[config.mk]
export PLATFORM = sky130hd
export DESIGN_NAME = quasi_resonant_valley_switch_control
export DESIGN_NICKNAME = d
export VERILOG_FILES = /design/src/core/qr_valley_pkg.sv /design/src/core/quasi_resonant_valley_switch_control.sv
export VERILOG_INCLUDE_DIRS = /design/src /design/src/core
export SDC_FILE = /design/constraint.sdc
export NUM_CORES = 1
export LEC_CHECK = 0
export BUFFER_PORTS_ARGS = -buffer_cell sky130_fd_sc_hd__buf_2
export CAP_MARGIN = 0
export CORE_UTILIZATION = 45
export CTS_CLUSTER_DIAMETER = 50
export DETAILED_ROUTE_END_ITERATION = 8
export MAX_ROUTING_LAYER = met4
export PLACE_DENSITY = 0.78
export SYNTH_ARGS = -nofsm -noshare
export SYNTH_HDL_FRONTEND = slang
export SYNTH_SLANG_ARGS = --single-unit
[constraint.sdc]
create_clock -name ref_clk -period 3.5 [get_ports ref_clk]
set_input_delay 0.7 -clock ref_clk [delete_from_list [all_inputs] [get_ports ref_clk]]
set_output_delay 0.7 -clock ref_clk [all_outputs]
set_load 0.05 [all_outputs]
[src/core/qr_valley_regs.svh]
`ifndef QR_VALLEY_REGS_SVH
`define QR_VALLEY_REGS_SVH

// clock rate
`define QRV_CLK_MHZ           200
`define QRV_CLK_KHZ           200000

// register byte offsets
`define QRV_CTRL_OFFSET       12'h000
`define QRV_STATUS_OFFSET     12'h004
`define QRV_COUNT_OFFSET      12'h008

// control fields and reset value
`define QRV_CTRL_EN_BIT       0
`define QRV_CTRL_RESET        32'h0000_0001

// status fields
`define QRV_STAT_GATE_BIT     0
`define QRV_STAT_HIGH_BIT     1
`define QRV_STAT_SOFT_BIT     2
`define QRV_STAT_STATE_LSB    4

// count register fields
`define QRV_COUNT_TARGET_LSB  0
`define QRV_COUNT_VALLEY_LSB  8

// valley bounds per line
`define QRV_LOW_MIN           4'h1
`define QRV_LOW_MAX           4'h8
`define QRV_HIGH_MIN          4'h3
`define QRV_HIGH_MAX          4'ha

// times in their own units
`define QRV_EVAL_MS           48
`define QRV_SOFT_MS           3
`define QRV_SOFT_RS_US        25
`define QRV_MIN_FREQ_KHZ      20
`define QRV_LEB_NS            300
`define QRV_ON_MAX_NS         30000
`define QRV_RS_SHORT_NS       2500
`define QRV_RS_LONG_NS        25000
`define QRV_LINE_BLANK_NS     10000

// cycle counts: least times round up, longest times round down
`define QRV_EVAL_CYCLES       (`QRV_EVAL_MS * `QRV_CLK_KHZ)
`define QRV_SOFT_CYCLES       (`QRV_SOFT_MS * `QRV_CLK_KHZ)
`define QRV_SOFT_RS_CYCLES    (`QRV_SOFT_RS_US * `QRV_CLK_MHZ)
`define QRV_OFF_MAX_CYCLES    (`QRV_CLK_KHZ / `QRV_MIN_FREQ_KHZ)
`define QRV_LEB_CYCLES        ((`QRV_LEB_NS * `QRV_CLK_MHZ + 999) / 1000)
`define QRV_ON_MAX_CYCLES     ((`QRV_ON_MAX_NS * `QRV_CLK_MHZ) / 1000)
`define QRV_RS_SHORT_CYCLES   ((`QRV_RS_SHORT_NS * `QRV_CLK_MHZ + 999) / 1000)
`define QRV_RS_LONG_CYCLES    ((`QRV_RS_LONG_NS * `QRV_CLK_MHZ + 999) / 1000)
`define QRV_LINE_BLANK_CYCLES ((`QRV_LINE_BLANK_NS * `QRV_CLK_MHZ + 999) / 1000)

`endif

[src/core/qr_valley_pkg.sv]
package qr_valley_pkg;

    // gate sequencer states, one-hot
    typedef enum logic [3:0] {
        ST_SUPPRESS = 4'b0001,
        ST_WAIT     = 4'b0010,
        ST_BLANK    = 4'b0100,
        ST_ON       = 4'b1000
    } gate_state_type;

    // comparator results from the analog front end
    typedef struct packed {
        logic line_above_upper;
        logic line_above_lower;
        logic fb_above_upcount_stop;
        logic fb_above_downcount;
        logic fb_above_counter_reset;
        logic zcd_below_zero_crossing;
        logic zcd_below_suppression_select;
        logic current_above_feedback;
    } sense_type;

endpackage : qr_valley_pkg

[src/core/quasi_resonant_valley_switch_control.sv]
// Summary of operation
// - minimum valley count is 1 on low line, 3 on high line.
// - line decision changes only with hysteresis and after a blanking time.
// - feedback checked against three thresholds each 48 ms period; target updated.
// - feedback always below upcount-stop: target increments, stopping at 8 or 10.
// - above upcount-stop but never downcount: target unchanged.
// - above downcount but never counter-reset: target decrements, stopping at 1 or 3.
// - feedback above counter-reset loads target with the line minimum at once.
// - target clamped to 1..8 or 3..10 at each period end; steps leaving the range ignored.
// - target starts at its minimum after reset.
// - after turn-off each falling zero crossing adds one to the valley counter.
// - valley counter stops at the line's upper bound.
// - valley counter cleared whenever the gate goes high.
// - suppression time long when zero-crossing pin low, short when high.
// - gate held low for the whole suppression time after turn-off.
// - after suppression, gate turns on when valley count equals target.
// - gate turns on after maximum off time regardless of counters.
// - switch-off comparator turns the gate off.
// - switch-off comparator ignored for leading-edge blanking after turn-on.
// - gate turned off once on longer than maximum on time.
// - first 3 ms of soft start use a fixed 25 us suppression time.
//
// The APB register port and the register addresses were chosen for this implementation.
`include "qr_valley_regs.svh"

module quasi_resonant_valley_switch_control
    import qr_valley_pkg::*;
#(
    parameter int unsigned EVAL_CYCLES       = `QRV_EVAL_CYCLES,
    parameter int unsigned SOFT_CYCLES       = `QRV_SOFT_CYCLES,
    parameter int unsigned SOFT_RS_CYCLES    = `QRV_SOFT_RS_CYCLES,
    parameter int unsigned OFF_MAX_CYCLES    = `QRV_OFF_MAX_CYCLES,
    parameter int unsigned LEB_CYCLES        = `QRV_LEB_CYCLES,
    parameter int unsigned ON_MAX_CYCLES     = `QRV_ON_MAX_CYCLES,
    parameter int unsigned RS_SHORT_CYCLES   = `QRV_RS_SHORT_CYCLES,
    parameter int unsigned RS_LONG_CYCLES    = `QRV_RS_LONG_CYCLES,
    parameter int unsigned LINE_BLANK_CYCLES = `QRV_LINE_BLANK_CYCLES,
    parameter int unsigned TIMER_W           = 16,
    parameter int unsigned EVAL_W            = 24,
    parameter int unsigned SOFT_W            = 20,
    parameter int unsigned LINE_W            = 12
) (
    input  wire logic        ref_clk,
    input  wire logic        resetn,
    input  wire sense_type   sense_in,
    output logic             gate_drive,
    input  wire logic        psel,
    input  wire logic        penable,
    input  wire logic        pwrite,
    input  wire logic [11:0] paddr,
    input  wire logic [31:0] pwdata,
    output logic             pready,
    output logic [31:0]      prdata,
    output logic             pslverr
);

    // synchronised comparators and edge detect
    sense_type             sense_meta;
    sense_type             sense;
    logic                  zc_prev;
    logic                  zc_fall;

    // line decision and valley bounds
    logic                  high_line;
    logic [LINE_W-1:0]     line_cnt;
    logic                  line_differs;
    logic [3:0]            lo_bound;
    logic [3:0]            hi_bound;

    // target valley path
    logic [3:0]            target;
    logic [3:0]            next_target;
    logic [3:0]            base;
    logic [EVAL_W-1:0]     eval_cnt;
    logic                  eval_end;
    logic                  up_seen;
    logic                  down_seen;
    logic                  reset_seen;

    // valley counter and gate sequencer
    logic [3:0]            valley;
    gate_state_type        state;
    logic [TIMER_W-1:0]    off_timer;
    logic [TIMER_W-1:0]    on_timer;
    logic [TIMER_W-1:0]    rs_len;
    logic                  turn_on;
    logic                  turn_off;

    // soft start and bus
    logic [SOFT_W-1:0]     soft_cnt;
    logic                  soft_active;
    logic                  enable;
    logic                  apb_write;

    // control register reset image
    localparam logic [31:0] CTRL_RESET = `QRV_CTRL_RESET;

    // two-flop synchroniser for all comparator results
    always_ff @(posedge ref_clk or negedge resetn) begin
        if (!resetn) begin
            sense_meta <= '0;
            sense      <= '0;
        end else begin
            sense_meta <= sense_in;
            sense      <= sense_meta;
        end
    end

    // falling zero-crossing edge detect on the synchronised level
    always_ff @(posedge ref_clk or negedge resetn) begin
        if (!resetn) begin
            zc_prev <= 1'b0;
        end else begin
            zc_prev <= sense.zcd_below_zero_crossing;
        end
    end

    assign zc_fall = sense.zcd_below_zero_crossing & ~zc_prev;

    // line decision: upper threshold to go high, lower to go low, then blanking
    assign line_differs = high_line ? ~sense.line_above_lower
                                    : sense.line_above_upper;

    always_ff @(posedge ref_clk or negedge resetn) begin
        if (!resetn) begin
            high_line <= 1'b0;
            line_cnt  <= '0;
        end else if (!line_differs) begin
            line_cnt <= '0;
        end else if (line_cnt >= LINE_W'(LINE_BLANK_CYCLES - 1)) begin
            high_line <= ~high_line;
            line_cnt  <= '0;
        end else begin
            line_cnt <= line_cnt + 1'b1;
        end
    end

    // valley bounds per line
    assign lo_bound = high_line ? `QRV_HIGH_MIN : `QRV_LOW_MIN;
    assign hi_bound = high_line ? `QRV_HIGH_MAX : `QRV_LOW_MAX;

    // evaluation period timer
    assign eval_end = (eval_cnt == EVAL_W'(EVAL_CYCLES - 1));

    always_ff @(posedge ref_clk or negedge resetn) begin
        if (!resetn) begin
            eval_cnt <= '0;
        end else if (eval_end) begin
            eval_cnt <= '0;
        end else begin
            eval_cnt <= eval_cnt + 1'b1;
        end
    end

    // per-period latches of threshold crossings, cleared at period end
    always_ff @(posedge ref_clk or negedge resetn) begin
        if (!resetn) begin
            up_seen    <= 1'b0;
            down_seen  <= 1'b0;
            reset_seen <= 1'b0;
        end else if (eval_end) begin
            up_seen    <= 1'b0;
            down_seen  <= 1'b0;
            reset_seen <= 1'b0;
        end else begin
            up_seen    <= up_seen | sense.fb_above_upcount_stop;
            down_seen  <= down_seen | sense.fb_above_downcount;
            reset_seen <= reset_seen | sense.fb_above_counter_reset;
        end
    end

    // target valley update; a crossing in the final cycle counts for that period
    always_comb begin
        // clamp into the current line range first
        base = target;
        if (target < lo_bound) begin
            base = lo_bound;
        end else if (target > hi_bound) begin
            base = hi_bound;
        end
        // period-end step, highest crossing wins
        next_target = target;
        if (eval_end) begin
            if (reset_seen | sense.fb_above_counter_reset) begin
                next_target = lo_bound;
            end else if (down_seen | sense.fb_above_downcount) begin
                next_target = (base > lo_bound) ? base - 4'h1 : base;
            end else if (up_seen | sense.fb_above_upcount_stop) begin
                next_target = base;
            end else begin
                next_target = (base < hi_bound) ? base + 4'h1 : base;
            end
        end
        // counter-reset also acts at once
        if (sense.fb_above_counter_reset) begin
            next_target = lo_bound;
        end
    end

    // target valley register, starts at the low-line minimum
    always_ff @(posedge ref_clk or negedge resetn) begin
        if (!resetn) begin
            target <= `QRV_LOW_MIN;
        end else begin
            target <= next_target;
        end
    end

    // valley counter: cleared at turn-on, counts crossings while off
    always_ff @(posedge ref_clk or negedge resetn) begin
        if (!resetn) begin
            valley <= '0;
        end else if (turn_on) begin
            valley <= '0;
        end else if (!gate_drive && zc_fall && valley < hi_bound) begin
            valley <= valley + 4'h1;
        end
    end

    // soft-start window timer, restarted while switching is disabled
    assign soft_active = (soft_cnt < SOFT_W'(SOFT_CYCLES));

    always_ff @(posedge ref_clk or negedge resetn) begin
        if (!resetn) begin
            soft_cnt <= '0;
        end else if (!enable) begin
            soft_cnt <= '0;
        end else if (soft_active) begin
            // stops once the window has passed
            soft_cnt <= soft_cnt + 1'b1;
        end
    end

    // suppression length, chosen live from the pin level
    always_comb begin
        if (soft_active) begin
            rs_len = TIMER_W'(SOFT_RS_CYCLES);
        end else if (sense.zcd_below_suppression_select) begin
            rs_len = TIMER_W'(RS_LONG_CYCLES);
        end else begin
            rs_len = TIMER_W'(RS_SHORT_CYCLES);
        end
    end

    // turn-on and turn-off decisions
    always_comb begin
        turn_on  = 1'b0;
        turn_off = 1'b0;
        unique case (state)
            ST_SUPPRESS: begin
                turn_on = 1'b0;
            end
            ST_WAIT: begin
                turn_on = enable && ((valley == target)
                    || (off_timer >= TIMER_W'(OFF_MAX_CYCLES - 1)));
            end
            ST_BLANK: begin
                turn_off = (on_timer >= TIMER_W'(ON_MAX_CYCLES - 1));
            end
            ST_ON: begin
                turn_off = sense.current_above_feedback
                    || (on_timer >= TIMER_W'(ON_MAX_CYCLES - 1));
            end
        endcase
    end

    // gate sequencer with off and on timers
    always_ff @(posedge ref_clk or negedge resetn) begin
        if (!resetn) begin
            state      <= ST_SUPPRESS;
            gate_drive <= 1'b0;
            off_timer  <= '0;
            on_timer   <= '0;
        end else if (!enable) begin
            // disabled: gate low, timers restart
            state      <= ST_SUPPRESS;
            gate_drive <= 1'b0;
            off_timer  <= '0;
            on_timer   <= '0;
        end else begin
            unique case (state)
                ST_SUPPRESS: begin
                    // gate held low, off time counted
                    if (off_timer != {TIMER_W{1'b1}}) begin
                        off_timer <= off_timer + 1'b1;
                    end
                    if (off_timer >= rs_len - 1'b1) begin
                        state <= ST_WAIT;
                    end
                end
                ST_WAIT: begin
                    // valley match or off-time limit
                    if (off_timer != {TIMER_W{1'b1}}) begin
                        off_timer <= off_timer + 1'b1;
                    end
                    if (turn_on) begin
                        state      <= ST_BLANK;
                        gate_drive <= 1'b1;
                        on_timer   <= '0;
                    end
                end
                ST_BLANK: begin
                    // only the on-time limit may turn the gate off during blanking
                    on_timer <= on_timer + 1'b1;
                    if (turn_off) begin
                        state      <= ST_SUPPRESS;
                        gate_drive <= 1'b0;
                        off_timer  <= '0;
                    end else if (on_timer >= TIMER_W'(LEB_CYCLES - 1)) begin
                        state <= ST_ON;
                    end
                end
                ST_ON: begin
                    // comparator or on-time limit ends it
                    if (on_timer != {TIMER_W{1'b1}}) begin
                        on_timer <= on_timer + 1'b1;
                    end
                    if (turn_off) begin
                        state      <= ST_SUPPRESS;
                        gate_drive <= 1'b0;
                        off_timer  <= '0;
                    end
                end
            endcase
        end
    end

    // apb: answer registered in the setup cycle, ready in the first access cycle
    assign apb_write = psel & penable & pready & pwrite;

    always_ff @(posedge ref_clk or negedge resetn) begin
        if (!resetn) begin
            enable <= CTRL_RESET[`QRV_CTRL_EN_BIT];
        end else if (apb_write && paddr == `QRV_CTRL_OFFSET) begin
            enable <= pwdata[`QRV_CTRL_EN_BIT];
        end
    end

    // read data, ready and error
    always_ff @(posedge ref_clk or negedge resetn) begin
        if (!resetn) begin
            pready  <= 1'b0;
            pslverr <= 1'b0;
            prdata  <= '0;
        end else begin
            pready  <= psel & ~penable;
            pslverr <= 1'b0;
            prdata  <= '0;
            // captured in setup, shown in the access cycle
            if (psel && !penable) begin
                unique case (paddr)
                    `QRV_CTRL_OFFSET: begin
                        prdata[`QRV_CTRL_EN_BIT] <= enable;
                    end
                    `QRV_STATUS_OFFSET: begin
                        prdata[`QRV_STAT_GATE_BIT]                <= gate_drive;
                        prdata[`QRV_STAT_HIGH_BIT]                <= high_line;
                        prdata[`QRV_STAT_SOFT_BIT]                <= soft_active;
                        prdata[`QRV_STAT_STATE_LSB +: 4]          <= state;
                    end
                    `QRV_COUNT_OFFSET: begin
                        prdata[`QRV_COUNT_TARGET_LSB +: 4]        <= target;
                        prdata[`QRV_COUNT_VALLEY_LSB +: 4]        <= valley;
                    end
                    default: begin
                        pslverr <= 1'b1;
                    end
                endcase
            end
        end
    end

endmodule : quasi_resonant_valley_switch_control

==> summary.md <==
| Metric | Value |
|---|---|
| Routed wire length per instance | `14.9 um` |
| Post-synth ARST share | `1.00` |
| Worst-case reg-to-reg path depth | `14` |
| Worst Tran Pin Value | `1.16 ns` |
| Hold WS | `around 0.3 ns` |
| Crit Path Class | `reg -> reg` |
| Worst path max stage delay | `about 0.43 ns` |
| Worst Setup End Kind | `register` |
| Worst R2R Setup Slack | `0.28 ns` |
| Port Buf Inserts | `40` |
| Worst path slowest cell | `dfrtp_1` |
| Crit-path cells | `nand4_1, nor2_1, o41ai_1, a21boi_2, nor2b_1, inv_1, ha_1, ha_1, o21ai_0, o21bai_1, a211oi_1, o31a_1, or3_1, a21o_1` |
| Num ports | `slightly above 90` |
| Relative slew margins | `0.222` |
| Final setup TNS | `0 ns` |
| Postcts setup bufs | `0` |
| Hold Violations, Final | `0` |
| RR Startpoint | `soft_cnt[13]$_DFFE_PN0P_` |
| Flop pwr share | `0.430` |
| LEAKAGE | `3.58 nW` |
| First-pass GRT wire length | `26200 um` |
| Nets | `between 800 and 900` |
| GR Layer Usage met1 | `0.253` |
| Starting Density | `0.469` |
| Syn avg cell area | `9.90 um2` |
| Minimum clock period | `3.22 ns` |
| Critical Path Start | `soft_cnt[13]$_DFFE_PN0P_` |
| Initial antenna violation count | `0` |
| Register area share after synthesis | `0.474` |
| Vias per inst | `5.59` |
| Cts bufs inserted | `17` |
| CP Buf/Inv Count | `1` |
| Largest net degree at the start of global routing | `79` |
| Clk network pwr share | `0.489` |
| Cell area after synthesis | `7230 um2` |
| Net Sw Frac | `0.234` |
| Finished Core Util | `0.534` |
| Commonest non-fill, non-tap cell in the layout | `dfrtp_1` |
| Final setup viols | `0` |
| Reg-to-reg endpoint | `state[2]$_DFFE_PN0P_` |
| Maximum net fanout on the critical path | `5` |
| NetSw | `0.912 mW` |
| Num Clock Sinks | `137` |
| Arrival time of the worst setup path | `3.52 ns` |
| Post-route cell area | `8240 um2` |
| Die Width | `~130 um` |
| Syn Inst Count | `731` |
| Synth Register Bits | `137` |
| Synth Flop Type | `dfrtp_1` |
| CTS tree | `yes` |
| Vias | `5584` |
| Post-place setup slack | `0.343 ns` |
| Initial DRC Count | `406` |
| Internal | `2.99 mW` |
| Fin worst setup slack | `approximately 0.28 ns` |
| Pwr/cell area | `~470 nW/um2` |
| Area grow syn2layout | `13.9%` |
| CTS root buf | `clkbuf_16` |
| Min-delay worst type | `in -> async` |
| Post-CTS Hold Buffers | `0` |
| Total Wirelength | `between 10000 and 15000 um` |
| Die area | `16600 um2` |
| CTS clk-pin slew, worst paths | `0.06 ns` |
| Max frequency | `slightly above 0.3 GHz` |
| M2 GR Usage | `0.335` |
| RSZ-0062 raised after global routing | `false` |
| Die Ht | `129 um` |
| Post-route ant nets | `0` |
| Vias in the first global route | `between 5000 and 6000` |
| GR Util met3 | `0.0383` |
| FP Rows | `45` |
| Placer Congestion | `about 0.86` |
| Synth cell types | `69` |
| Clock tree buffer depth | `2` |
| Most frequent cells in the layout | `134 x dfrtp_1, 77 x nor2_1, 50 x nand2_1, 39 x buf_2, 34 x nand3_1` |
| Comb power frac | `0.081` |
| First-pass DRT Iterations | `5` |
| Layout cells sized above 1 | `0.123` |
| Layout Cells excl Fill | `999` |
| ANT cells | `0` |
| Worst path required time | `3.81 ns` |
| Status | `complete, no violations` |
| DRC viols | `0` |
| Number of max-cap violations | `0` |
| Period utilisation layout | `0.919` |
| GR peak layer | `met2` |
| Placed instance area | `7600 um2` |
| H-tree depth | `4` |
| Post-layout power | `3.90 mW` |
| Cells after DPL | `~970` |
| Core ar. | `15400 um2` |
| EDFF count, synth | `0` |
| Gr usage total | `0.204` |
| HPWL Detailed | `between 9000 and 10000 um` |
| Clk_skew | `0.00967 ns` |
| CP Launch Type | `register` |
| Worst VDD drop | `0.394 mV` |
| Final Max Slew Viols | `0` |
| Global route overflow | `0` |
| Worst-skew pair later-pin latency | `around 0.42 ns` |
| CP delay by family, top | `compound AO/OA/AOI/OAI gates` |
| Yosys warns | `0` |
| Cts repair resizes | `0` |
| Worst path most repeated cell | `ha_1` |
[cell families (layout without fill, tap and decap cells)]
| group | after synthesis | count (layout) | share of synthesized area |
|---|---|---|---|
| flops | 137 | 137 | 0.474 |
| fa+ha+maj | 21 | 21 | 0.0363 |
| buf+inv | 57 | 94 | 0.0424 |
| mux | 10 | 10 | 0.0140 |
| xor+xnor | 52 | 52 | 0.0630 |
| simple gates | 333 | 333 | 0.248 |
| compound gates | 120 | 120 | 0.121 |
| other cells | 1 | 21 | 0.000518 |
[metal layers]
| metal | share of wire | up-vias |
|---|---|---|
| met5 | 0 | - |
| met2 | 0.50 | 130 |
| met4 | 0.012 | 0 |
| met1 | 0.46 | 2753 |
| met3 | 0.032 | 17 |
| li1 | - | 2684 |
[how the worst max path moves through the flow]
| stage | to | cells after the start |
|---|---|---|
| 2_1_floorplan | state[2]$_DFFE_PN0P_ | 15 |
| 3_3_place_gp | state[2]$_DFFE_PN0P_ | 14 |
| 3_5_place_dp | state[2]$_DFFE_PN0P_ | 14 |
| 4_1_cts | state[2]$_DFFE_PN0P_ | 14 |
| 5_1_grt | state[2]$_DFFE_PN0P_ | 14 |
| 6_report | state[2]$_DFFE_PN0P_ | 14 |
[state kept, by name, summed over array words and instances, names as in the netlist]
name,flops
down_seen,1
enable,1
eval_cnt,24
gate_drive,1
high_line,1
line_cnt,12
off_timer,16
on_timer,16
prdata,12
pready,1
pslverr,1
reset_seen,1
sense,8
sense_meta,8
soft_cnt,20
state,4
target,4
up_seen,1
valley,4
zc_prev,1
[synth_stat cells, types with 14 or more instances]
library cell  instances  area share
and2_1               21       0.018
nand2_1              50       0.026
ha_1                 21       0.036
nor2_1               77       0.040
and3_1               25       0.022
buf_4                21       0.022
nand2b_1             14       0.012
dfrtp_1             134        0.46
a21oi_1              24       0.017
o21ai_0              19       0.013
xnor2_1              23       0.028
clkbuf_1             15      0.0078
inv_1                15      0.0078
nand3_1              34       0.024
nand4_1              24       0.021
xor2_1               29       0.035
[final cells by class]
cell class                      instances  area, um2
Sequential cell                       137       3430
Clock buffer                           21        470
Timing Repair Buffer                   47        272
Fill cell                            1346       7180
Inverter                               15       56.3
Clock inverter                         11        169
Tap cell                              211        264
Multi-Input combinational cell        557       3580
[worst register-to-register path: cells and delay by family (launching register included)]
| family | cells | cell delay, ns |
|---|---|---|
| compound gates | 7 | 1.00 |
| fa+ha+maj | 2 | 0.57 |
| buf+inv | 1 | 0.14 |
| flops | 1 | 0.43 |
| simple gates | 4 | 0.95 |
[power by group through the flow]
stage               Sequential, mW  Combinational (mW)  Clock [mW]
CTS                           1.68               0.320        1.95
global placement              1.70               0.306           0
global route                  1.68               0.357        2.02
finish                        1.68               0.314        1.91
floorplan                     1.70               0.229           0
detailed placement            1.71               0.315           0
(Power assumes the default switching activity.)
